### config.mk
export PLATFORM = sky130hd
export DESIGN_NAME = brg_top
export DESIGN_NICKNAME = d
export VERILOG_FILES = /design/src/brg_pkg.sv /design/src/brg_top.sv
export SDC_FILE = /design/constraint.sdc
export NUM_CORES = 1
export LEC_CHECK = 0
export BUFFER_PORTS_ARGS = -buffer_cell sky130_fd_sc_hd__buf_4
export CAP_MARGIN = 20
export CELL_PAD_IN_SITES_DETAIL_PLACEMENT = 1
export CELL_PAD_IN_SITES_GLOBAL_PLACEMENT = 1
export CORE_AREA = 2 2 76 78
export DETAILED_ROUTE_END_ITERATION = 7
export DIE_AREA = 0 0 78 80
export PLACE_DENSITY_LB_ADDON = 0.1
export REMOVE_ABC_BUFFERS = 1
export SLEW_MARGIN = 0
export SYNTH_ARGS = -nofsm -noshare
export SYNTH_HDL_FRONTEND = slang
export SYNTH_SLANG_ARGS = --single-unit
### constraint.sdc
create_clock -name clk_sys_i -period 2.2 [get_ports clk_sys_i]
set_input_delay 0.22 -clock clk_sys_i [delete_from_list [all_inputs] [get_ports clk_sys_i]]
set_output_delay 0.22 -clock clk_sys_i [all_outputs]
set_load 0.01 [all_outputs]
### src/brg_pkg.sv
// Package for the serial bit-rate generator: register map, fields, types
`default_nettype none

package brg_pkg;

    // ==========================================================
    // Register bus geometry
    localparam int unsigned ADDR_W = 2;
    localparam int unsigned DATA_W = 8;

    // ==========================================================
    // Register offsets
    localparam logic [1:0] OFF_TX_STATUS_CONTROL = 2'h0;
    localparam logic [1:0] OFF_RX_STATUS_CONTROL = 2'h1;
    localparam logic [1:0] OFF_BAUD_DIVISOR      = 2'h2;

    // ==========================================================
    // Field positions in tx_status_control
    localparam int unsigned TXSC_CLOCK_SOURCE_BIT = 7;
    localparam int unsigned TXSC_CLOCKED_MODE_BIT = 4;
    localparam int unsigned TXSC_UNUSED_BIT       = 3;
    localparam int unsigned TXSC_HIGH_SPEED_BIT   = 2;
    localparam int unsigned TXSC_SHIFT_EMPTY_BIT  = 1;

    // Status bits of rx_status_control below this position are read-only
    localparam int unsigned RXSC_STATUS_W = 3;

    // ==========================================================
    // Reset values
    localparam logic [7:0] TXSC_RESET = 8'h02;
    localparam logic [7:0] RXSC_RESET = 8'h00;
    localparam logic [7:0] DIV_RESET  = 8'h00;

    // ==========================================================
    // Timer width and prescale lengths in timer expiries per bit
    localparam int unsigned TIMER_W  = 8;
    localparam int unsigned PRE_W    = 6;
    localparam logic [6:0] PRE_LOW   = 7'h40;
    localparam logic [6:0] PRE_HIGH  = 7'h10;
    localparam logic [6:0] PRE_SYNC  = 7'h04;

    // ==========================================================
    // Register bus request carrier
    typedef struct packed {
        logic [ADDR_W-1:0] addr;
        logic [DATA_W-1:0] wdata;
        logic              wr;
        logic              rd;
    } brg_bus_req_type;

endpackage

`default_nettype wire

### src/brg_top.sv
// Serial bit-rate generator with receive-pin majority detector
`default_nettype none

// Summary of operation
// - Eight-bit free-running timer period set by divisor
// - Async low speed: rate is clock/(64(X+1))
// - Async high speed: rate is clock/(16(X+1))
// - Clocked mode: rate is clock/(4(X+1))
// - High speed select ignored in clocked mode
// - Ticks always in async mode, in clocked mode only when port is master
// - Divisor write restarts timer immediately
// - Receive pin sampled thrice, majority decides
// - Divisor is full unsigned range 0 to 255
// - High speed select is bit 2
// - Clocked mode select is bit 4
// - Clock source select chooses master or slave
module brg_top (
    input  wire logic                     clk_sys_i,
    input  wire logic                     sys_rst_i,
    input  wire brg_pkg::brg_bus_req_type bus_req_i,
    output logic [brg_pkg::DATA_W-1:0]    bus_rdata_o,
    input  wire logic                     shift_empty_i,
    input  wire logic [2:0]               rx_status_i,
    input  wire logic                     rx_pin_i,
    output logic                          bit_tick_o,
    output logic                          rx_level_o,
    output logic                          master_o,
    output logic                          clocked_mode_o,
    output logic                          high_speed_o
);

    // ==========================================================
    // State record
    typedef struct packed {
        logic [brg_pkg::TIMER_W-1:0] timer;
        logic [brg_pkg::PRE_W-1:0]   pre;
        logic                        tick;
        logic [1:0]                  samp;
        logic                        rx;
        logic [7:0]                  txsc;
        logic [7:0]                  rxsc;
        logic [7:0]                  div;
        logic [7:0]                  rdata;
    } brg_state_type;

    brg_state_type st_q;
    brg_state_type st_d;

    // ==========================================================
    // Helper functions

    // Expiries of the timer that make one bit
    function automatic logic [6:0] pre_len(input logic clocked,
                                           input logic high);
        logic [6:0] len;
        len = brg_pkg::PRE_LOW;
        if (clocked) begin
            len = brg_pkg::PRE_SYNC;
        end else if (high) begin
            len = brg_pkg::PRE_HIGH;
        end
        return len;
    endfunction

    // Majority of three samples
    function automatic logic vote3(input logic [2:0] s);
        return (s[0] & s[1]) | (s[1] & s[2]) | (s[0] & s[2]);
    endfunction

    // ==========================================================
    // Decoded controls
    logic                      clocked;
    logic                      high;
    logic                      clock_source_select;
    logic                      enable;
    logic                      expiry;
    logic [6:0]                len;
    logic [brg_pkg::PRE_W-1:0] last;
    logic [brg_pkg::PRE_W-1:0] mid;
    logic                      div_wr;
    logic                      bit_end;

    // Mode fields and timer events
    always_comb begin
        clocked = st_q.txsc[brg_pkg::TXSC_CLOCKED_MODE_BIT];
        high    = st_q.txsc[brg_pkg::TXSC_HIGH_SPEED_BIT];
        clock_source_select    = st_q.txsc[brg_pkg::TXSC_CLOCK_SOURCE_BIT];
        // master in clocked mode only when source set
        // async always runs from own rate
        enable  = !clocked || clock_source_select;
        len     = pre_len(clocked, high);
        last    = brg_pkg::PRE_W'(len - 7'h01);
        mid     = brg_pkg::PRE_W'(len >> 1);
        div_wr  = bus_req_i.wr
                  && bus_req_i.addr == brg_pkg::OFF_BAUD_DIVISOR;
        expiry  = st_q.timer == '0;
        // Mode change mid-bit may leave count past the end: wrap too
        bit_end = expiry && st_q.pre >= last;
    end

    // ==========================================================
    // Next-state logic
    always_comb begin
        st_d      = st_q;
        st_d.tick = 1'b0;

        // timer counts down once per clock
        if (!expiry) begin
            st_d.timer = st_q.timer - 8'h01;
        end else begin
            // divisor taken as full unsigned value
            st_d.timer = st_q.div;
            if (bit_end) begin
                st_d.pre = '0;
            end else begin
                st_d.pre = st_q.pre + 6'h01;
            end
        end

        // one bit per len expiries, tick unless clocked slave
        if (bit_end) begin
            st_d.tick = enable;
        end

        // three samples around mid-bit, then vote
        if (expiry) begin
            if (st_q.pre == mid - 6'h01) begin
                st_d.samp[0] = rx_pin_i;
            end else if (st_q.pre == mid) begin
                st_d.samp[1] = rx_pin_i;
            end else if (st_q.pre == mid + 6'h01) begin
                st_d.rx = vote3({rx_pin_i, st_q.samp});
            end
        end

        // Register writes
        if (bus_req_i.wr) begin
            unique case (bus_req_i.addr)
                brg_pkg::OFF_TX_STATUS_CONTROL: begin
                    st_d.txsc = bus_req_i.wdata;
                end
                brg_pkg::OFF_RX_STATUS_CONTROL: begin
                    st_d.rxsc = bus_req_i.wdata;
                end
                brg_pkg::OFF_BAUD_DIVISOR: begin
                    st_d.div = bus_req_i.wdata;
                end
                default: begin
                end
            endcase
        end

        // divisor write restarts the timer and the bit count
        if (div_wr) begin
            st_d.timer = bus_req_i.wdata;
            st_d.pre   = '0;
            st_d.tick  = 1'b0;
        end

        // Register reads: data stand in the following cycle only
        st_d.rdata = '0;
        if (bus_req_i.rd) begin
            unique case (bus_req_i.addr)
                brg_pkg::OFF_TX_STATUS_CONTROL: begin
                    st_d.rdata = st_q.txsc;
                    st_d.rdata[brg_pkg::TXSC_UNUSED_BIT] = 1'b0;
                    st_d.rdata[brg_pkg::TXSC_SHIFT_EMPTY_BIT] =
                        shift_empty_i;
                end
                brg_pkg::OFF_RX_STATUS_CONTROL: begin
                    st_d.rdata = {st_q.rxsc[7:brg_pkg::RXSC_STATUS_W],
                                  rx_status_i};
                end
                brg_pkg::OFF_BAUD_DIVISOR: begin
                    st_d.rdata = st_q.div;
                end
                default: begin
                    st_d.rdata = '0;
                end
            endcase
        end
    end

    // ==========================================================
    // State register
    always_ff @(posedge clk_sys_i) begin
        if (sys_rst_i) begin
            st_q       <= '0;
            st_q.txsc  <= brg_pkg::TXSC_RESET;
            st_q.rxsc  <= brg_pkg::RXSC_RESET;
            st_q.div   <= brg_pkg::DIV_RESET;
            st_q.timer <= brg_pkg::DIV_RESET;
            st_q.rx    <= 1'b1;
        end else begin
            st_q <= st_d;
        end
    end

    // ==========================================================
    // Outputs
    assign bus_rdata_o    = st_q.rdata;
    assign bit_tick_o     = st_q.tick;
    assign rx_level_o     = st_q.rx;
    assign master_o       = clocked && clock_source_select;
    assign clocked_mode_o = clocked;
    assign high_speed_o   = high;
endmodule

`default_nettype wire

==> results of run 1 <==
## state kept, by name, indices dropped and copies added, names as in the netlist
signal               cells
bus_rdata_o              8
clock_source_select      1
bit_tick_o               1
st_q                    32
rx_level_o               1
clocked_mode_o           1
high_speed_o             1
## stage by stage
stage | instance area, um2 | std cells | setup WS (ns)
floorplan | 2140 | 234 | 0.422
finish | 2630 | 354 | 0.224
global placement | 2540 | 347 | 0.337
CTS | 2630 | 354 | 0.192
global route | 2630 | 354 | 0.0686
detailed placement | 2540 | 347 | 0.216
## synthesized netlist by cell type, drive strengths merged, types with 2 or more instances
master	instances
inv	2
nor4b	3
xor2	4
or3b	2
a21oi	27
dfxtp	45
nand2b	7
nor3	5
and2	2
buf	11
xnor2	5
nand2	23
nand3	3
o211ai	4
nor2	33
or2	2
nor2b	3
clkbuf	10
mux2i	22
or3	2
nand3b	5
o21ai	4
a211oi	6
nor4	5
nor3b	4
ha	6
## critical path: cells and delay by family, from the launching register on
kind | cells | cell delay, ns
simple gates | 2 | 0.81
flops | 1 | 0.37
fa+ha+maj | 1 | 0.27
compound gates | 1 | 0.24
xor+xnor | 1 | 0.11
buf+inv | 1 | 0.08
## final cells by class
cell class / instances / area [um2]
Inverter: 2 / 7.51
Tap cell: 72 / 90.1
Timing Repair Buffer: 41 / 308
Clock buffer: 7 / 86.3
Multi-Input combinational cell: 187 / 1230
Fill cell: 654 / 2780
Sequential cell: 45 / 901
## logic make-up after synthesis
group,share of synthesized area [%]
adder cells (fa/ha/maj),3.75
multiplexers,9.72
XOR/XNOR,3.48
flip-flops,39.8
AO/OA/AOI/OAI,12.5
AND/OR/NAND/NOR,25.0
buffers and inverters,5.80
## cell usage in the layout (no fill, tap or decap), types with 2 or more instances in the layout
| master | n |
|---|---|
| nor3_1 | 4 |
| o21ai_0 | 3 |
| nor2b_1 | 3 |
| nand2_1 | 23 |
| a21oi_1 | 27 |
| nor3b_1 | 3 |
| o211ai_1 | 4 |
| dfxtp_1 | 45 |
| nand3_1 | 3 |
| nor2_1 | 32 |
| or2_2 | 2 |
| inv_1 | 2 |
| xnor2_1 | 5 |
| buf_4 | 41 |
| nor4_1 | 3 |
| mux2i_1 | 22 |
| xor2_1 | 4 |
| ha_1 | 6 |
| nand2b_1 | 7 |
| a211oi_1 | 5 |
| nand3b_1 | 5 |
| clkbuf_8 | 6 |
| and2_1 | 2 |
| nor4b_1 | 2 |
## report_power, final
part	switching [uW]	leakage [uW]	internal, uW
Clock	265	0.0000443	250
Combinational	503	0.000647	410
Sequential	115	0.000366	903
## path summary, 6_finish.rpt
path,startpoint,end,slack (ns),cells past startpoint
max,st_q[42],st_q[36],0.22,6
max reg2reg,st_q[42],st_q[36],0.22,6
min,bus_req_i[5],st_q[19],0.17,3
min reg2reg,st_q[13],st_q[13],0.49,2
## per-layer routing
layer	GRT usage, %	vias up	part of all wire [%]
li1	-	936	-
met1	26.5	917	47
met2	33.9	22	50
met3	3.05	4	2.7
met4	5.79	0	0.90
met5	0	-	0
==> metrics.cfg, run 1 <==
[drt]
wire_per_inst_um=16.1
drtPass1Iterations=5
wirelength_um=5690
dr.first_iter.drc_count=32
vias=1879
ant_nets=0
drcViolationCount=0
avgViaCountPerCell=5.31

[yosys]
synth_area_um2=2270
yosysWarnings=0
synth-edff-count=0
ys_ff_latch=45
ys_seq_area_share_pct=39.8
syn_area_per_cell_um2=8.89
postSynthCellCount=255
ys_types=48
synth_top_cell_by_area=dfxtp_1
synth_ff_type=dfxtp_1
synthArstFlopShare_pct=0
synth_top_area_share_pct=39.8
synth_area_leaders=dfxtp_1 40%, mux2i_1 9.7%, a21oi_1 6.0%, nor2_1 5.3%, nand2_1 3.8%

[timing]
period_share_pct=89.8
slew_violations=0
hold_viol_final=0
layout_min_cycle_time_ns=1.98
max_freq_mhz=506
grt_setup_unrepaired=no
worstMarginPinSlew_ns=0.710
relSlewSlack_pct=52.5
hold_ws_ns=0.172
setup_viol=0
finalClockSkew_ns=0.00497
tns_ns=0

[power]
pwr_density_cell_nw_per_um2=931
p_leak_uw=0.00106
finalPower_uw=2450
ir_worst_vdd_v=0.000434

[worst_setup_path]
cp_data_arrival_time_ns=2.17
critPathKind=flop to flop
critical-path-max-stage-delay_ns=0.53
cp_slowest_cell=or3b_1
worst_setup_path_start_kind=flop
cp-end-kind=flop
cp.required_ns=2.40
cp_max_fo=10
path_cells=inv_1, ha_1, or3b_1, nor2_4, xnor2_1, a211oi_1

[global_route]
grt_max_degree=36
grt_pass1_wl_um=9750
antenna_found_initial=0
grt_usage_pct=20.0
gr-total-overflow=0
grt_pass1_vias=1925

[clock_network]
cts_num_sinks=45
cts-hold-fix-buffers=0
cts.clk_slew.worst_paths_ns=0.08
cts_tree=done
cts_setup_buffers=0
cts_buffer_depth=2
cts_resized=0
cts_buffers=5
cts-root-buf=clkbuf_8
h-tree-depth=2
worstSkewPairLatency_ns=0.29

[die]
coreArea_um2=5410
top_level_ports=32
num_rows=27
fp.dieH_um=80
die_x_um=78
initial_utilization_pct=41.9
die_area_um2=6240

[final_layout]
antenna_cells=0
drive_gt1_share_pct=20.9
utilization_pct=48.6
nNetsFinal=307
syn_to_final_growth_pct=15.9

[placed_design]
io_buffers=31
hpwl_um=4420
place.gp.congestion=0.879

[status]
status=finished, final reports clean

[hold_path]
hold_class=input port to flop

[run]
maxCapViolCount=0

Power figures use the tool's default switching activity.
==> run 2: changes to the inputs <==
CELL_PAD_IN_SITES_DETAIL_PLACEMENT = 0   (was 1)
==> metrics.cfg, run 2 (synthesis gave the netlist of run 1 again) <==
[drt]
highest_layer=met4
met1_length_um=2590  ; -2.5%
drcViolationCount=0  ; unchanged
avgViaCountPerCell=5.09  ; -4.2%
wirelength_um=5210  ; -8.4%
wire_per_inst_um=14.7  ; -8.6%
dr_wl_met3_um=109  ; -28%
dr.first_iter.drc_count=74  ; +130%
dr_wl_met2_um=2440  ; -14%
drtPass1Iterations=4  ; -1
vias=1806  ; -3.9%
ant_nets=0  ; unchanged

[die]
fp.dieH_um=80  ; unchanged
num_rows=27  ; unchanged
initial_utilization_pct=41.9  ; unchanged
top_level_ports=32  ; unchanged
die_x_um=78  ; unchanged
die_area_um2=6240  ; unchanged
coreArea_um2=5410  ; unchanged

[final_layout]
nNetsFinal=307  ; unchanged
final_common_cell=dfxtp_1
top_register=st_q
drive_gt1_share_pct=21.2  ; +0.28 points
utilization_pct=49.1  ; +0.46 points
layout_common_cells=45 x dfxtp_1, 41 x buf_4, 32 x nor2_1
stdcell_area_um2=2650  ; +0.95%
antenna_cells=0  ; unchanged
syn_to_final_growth_pct=17.0
largest_register_ffs=32  ; unchanged

[clock_network]
cts.clk_slew.worst_paths_ns=0.09  ; about the same
cts-root-buf=clkbuf_8
cts_setup_buffers=0  ; unchanged
cts_tree=done
cts-hold-fix-buffers=0  ; unchanged
h-tree-depth=2  ; unchanged
cts_buffers=5  ; unchanged
cts_buffer_depth=2  ; unchanged
cts_num_sinks=45  ; unchanged
worstSkewPairLatency_ns=0.30  ; about the same
cts_resized=0  ; unchanged

[worst_setup_path]
critPathKind=flop to flop
path_cells=inv_1, ha_1, or3b_1, nor2_4, o2111ai_1, mux2i_1
cp-end-kind=flop
cp_slowest_cell=or3b_1
cp.required_ns=2.39  ; about the same
r2r-start=st_q[42]
critical-path-max-stage-delay_ns=0.53  ; about the same
crit_path_start=st_q[42]
cp.buffers_inverters=1  ; unchanged
path_delay_family=simple AND/OR/NAND/NOR gates
cp_data_arrival_time_ns=2.12  ; -0.05 ns
worst_setup_path_start_kind=flop
cp_max_fo=10  ; unchanged

[timing]
setup_viol=0  ; unchanged
hold_viol_final=0  ; unchanged
worstMarginPinSlew_ns=0.671  ; -0.0388 ns
max_freq_mhz=516  ; +2.0%
fin_ws_ns=0.263  ; +0.0381 ns
grt_setup_unrepaired=no
layout_min_cycle_time_ns=1.94  ; -0.0381 ns
relSlewSlack_pct=55.1  ; +2.6 points
slew_violations=0  ; unchanged
period_share_pct=88.1  ; -1.7 points
tns_ns=0  ; unchanged
finalClockSkew_ns=0.0103  ; +0.00533 ns

[global_route]
grt_max_degree=36  ; unchanged
grt_usage_pct=18.2  ; -1.8 points
grt_pass1_wl_um=8800  ; -9.8%
grt_pass1_vias=1775  ; -7.8%
gr-total-overflow=0  ; unchanged
antenna_found_initial=0  ; unchanged

[placed_design]
dpl_cell_area_um2=2540  ; unchanged
hpwl_um=3910  ; -12%
io_buffers=31  ; unchanged
place.gp.congestion=0.879  ; unchanged
post-place-ws_ns=0.274  ; +0.0577 ns

[power]
ir_worst_vdd_v=0.000472  ; +8.6%
p_leak_uw=0.00107  ; +1.0%
pwr_density_cell_nw_per_um2=951  ; +2.1%

[status]
status=finished, final reports clean

[hold_path]
hold_class=input port to flop
hold_start=bus_req_i[4]

[run]
maxCapViolCount=0  ; unchanged

run 2: changes by cell type in the layout (fill, tap and decap cells not counted), sizes merged:
cell,change
clkinv,+1
clkbuf,-1
bufinv,+1
run 2: layout make-up:
| type | instances | area, um2 |
|---|---|---|
| fillers | 567 | 2750 |
| repair buffers | 41 | 308 |
| flip-flops and latches | 45 | 901 |
| multi-input cells | 187 | 1230 |
| clock buffers | 6 | 72.6 |
| clock inverters | 2 | 38.8 |
| well taps | 72 | 90.1 |
| inverters | 2 | 7.51 |
run 2: worst register-to-register path, cell delays in order (launching register included):
cell and delay [ns]:
dfxtp_1 0.37, inv_1 0.07, ha_1 0.25, or3b_1 0.53, nor2_4 0.28, o2111ai_1 0.18
mux2i_1 0.14
run 2: path summary, 6_finish.rpt:
check	end	slack, ns	cells after the start
max	st_q[33]	0.26	6
min	high_speed_o	0.17	3
max reg2reg	st_q[33]	0.26	6
min reg2reg	st_q[12]	0.48	2
run 2: layer usage:
| layer | global-route usage [%] | vias up |
|---|---|---|
| li1 | - | 937 |
| met1 | 24.7 | 838 |
| met2 | 29.3 | 23 |
| met3 | 3.39 | 8 |
| met4 | 5.79 | 0 |
| met5 | 0 | - |
run 2: per-stage QoR:
| step | std cells | total power [uW] | hold WS [ns] |
|---|---|---|---|
| after global placement | 347 | 1910 | 0.466 |
| final | 355 | 2520 | 0.170 |
| after CTS | 355 | 2540 | 0.161 |
| after floorplan | 234 | 1620 | 0.289 |
| after global routing | 355 | 2680 | 0.161 |
| after detailed placement | 347 | 1910 | 0.470 |
run 2: power by group:
part | leakage (uW) | internal, uW | switching, uW
registers | 0.000366 | 903 | 113
logic | 0.000647 | 409 | 467
clock network | 0.0000554 | 341 | 289
total | 0.00107 | 1650 | 869
==> run 3: changes to the inputs <==
MAX_ROUTING_LAYER = met4   (was default)
==> metrics.cfg, run 3 (synthesis gave the netlist of run 1 again) <==
[clock_network]
cts_buffers=5  ; unchanged
cts_resized=0  ; unchanged
worstSkewPairLatency_ns=0.30  ; about the same
cts.clk_slew.worst_paths_ns=0.08  ; about the same
cts-hold-fix-buffers=0  ; unchanged
cts-root-buf=clkbuf_8
cts_tree=done
cts_num_sinks=45  ; unchanged
h-tree-depth=2  ; unchanged
cts_setup_buffers=0  ; unchanged
cts_buffer_depth=2  ; unchanged

[die]
initial_utilization_pct=41.9  ; unchanged
num_rows=27  ; unchanged
die_x_um=78  ; unchanged
fp.dieH_um=80  ; unchanged
die_area_um2=6240  ; unchanged
coreArea_um2=5410  ; unchanged
top_level_ports=32  ; unchanged

[timing]
worstMarginPinSlew_ns=0.663  ; -0.00837 ns
finalClockSkew_ns=0.00426  ; -0.00603 ns
hold_viol_final=0  ; unchanged
max_freq_mhz=518  ; +0.39%
grt_setup_unrepaired=no
fin_ws_ns=0.270  ; +0.00750 ns
slew_violations=0  ; unchanged
setup_viol=0  ; unchanged
period_share_pct=87.7  ; -0.34 points
relSlewSlack_pct=55.6  ; +0.56 points
layout_min_cycle_time_ns=1.93  ; -0.00750 ns
tns_ns=0  ; unchanged
hold_ws_ns=0.172  ; +0.00265 ns

[final_layout]
largest_register_ffs=32  ; unchanged
antenna_cells=0  ; unchanged
top_register=st_q
utilization_pct=49.1  ; unchanged
final_common_cell=dfxtp_1
drive_gt1_share_pct=21.2  ; unchanged
syn_to_final_growth_pct=17.0  ; unchanged
nNetsFinal=307  ; unchanged
layout_common_cells=45 x dfxtp_1, 41 x buf_4, 32 x nor2_1
stdcell_count=355  ; unchanged

[power]
clkPwrFrac_pct=24.7  ; -0.3 points
seqPwrFrac_pct=40.4  ; about the same
p_leak_uw=0.00107  ; unchanged
p_sw_uw=861  ; -0.90%
power_frac_comb_pct=34.8  ; about the same
netSwitchingFraction_pct=34.3  ; -0.20 points
ir_worst_vdd_v=0.000472  ; about the same
internal-power_uw=1650  ; about the same
pwr_density_cell_nw_per_um2=948  ; -0.33%

[hold_path]
hold_end=high_speed_o
hold_class=input port to flop
whs_path_depth=3  ; unchanged
hold_start=bus_req_i[4]

[global_route]
gr-total-overflow=0  ; unchanged
grt_usage_pct=18.6  ; +0.42 points
grt_pass1_wl_um=8760  ; -0.47%
grt_pass1_vias=1781  ; +0.34%
antenna_found_initial=0  ; unchanged
grt_max_degree=36  ; unchanged

[drt]
vias=1803  ; -0.17%
avgViaCountPerCell=5.08  ; -0.17%
wire_per_inst_um=14.6  ; -0.48%
drcViolationCount=0  ; unchanged
wirelength_um=5190  ; -0.48%
drtPass1Iterations=4  ; unchanged
ant_nets=0  ; unchanged
dr.first_iter.drc_count=73  ; -1.4%

[placed_design]
hpwl_um=3910  ; unchanged
place.gp.congestion=0.894  ; +1.7%
io_buffers=31  ; unchanged
post-place-ws_ns=0.274  ; unchanged
dp_cells=347  ; unchanged

[worst_setup_path]
reg2reg_setup_slack_ns=0.27  ; about the same
rr_worst_depth=6  ; unchanged
path_cells=inv_1, ha_1, or3b_1, nor2_4, o2111ai_1, mux2i_1
cp_max_fo=10  ; unchanged
cp_data_arrival_time_ns=2.11  ; about the same
worst_setup_path_start_kind=flop
cp.required_ns=2.38  ; about the same
rr_endpoint=st_q[33]
cp_slowest_cell=or3b_1
cp-end-kind=flop
crit_path_start=st_q[42]
critPathKind=flop to flop
critical-path-max-stage-delay_ns=0.53  ; about the same
r2r-start=st_q[42]

[run]
maxCapViolCount=0  ; unchanged

[status]
status=finished, final reports clean

[run 3: stage by stage]
step,total power (uW),area (um2)
after floorplan,1620,2140
after global placement,1910,2540
after detailed placement,1910,2540
after CTS,2540,2650
after global routing,2680,2650
final,2510,2650
[run 3: routing by layer]
layer | part of all wire, % | vias up | global-route usage, %
met5 | 0 | - | -
met4 | 1.3 | 0 | 5.79
met3 | 2.3 | 8 | 3.39
met2 | 47 | 22 | 29.5
met1 | 50 | 833 | 24.3
li1 | - | 940 | -
[run 3: area by class of cell]
class                      count  area (um2)
multi-input combinational    187        1230
tap                           72        90.1
fill                         567        2750
clock inverter                 2        38.8
sequential                    45         901
timing repair buffer          41         308
clock buffer                   6        72.6
inverter                       2        7.51
[run 3: worst max-delay path, delay by kind of cell, from the launching register on]
kind            cells  cell delay (ns)
compound gates      1             0.18
fa+ha+maj           1             0.25
buf+inv             1             0.07
flops               1             0.37
mux                 1             0.14
simple gates        2             0.81
[run 3: power groups by stage]
stage	clock (uW)	sequential [uW]	combinational, uW
finish	622	1020	875
global route	678	1030	972
CTS	643	1010	884
detailed placement	0	1030	878
global placement	0	1030	882
floorplan	0	1010	614
[run 3: worst max path at each step]
stage / end / slack [ns] / depth (start not counted)
after floorplan: st_q[33] / 0.42 / 6
after global placement: st_q[33] / 0.34 / 6
after detailed placement: st_q[33] / 0.27 / 6
after CTS: st_q[33] / 0.25 / 6
after global routing: st_q[39] / 0.12 / 6
final: st_q[33] / 0.27 / 6
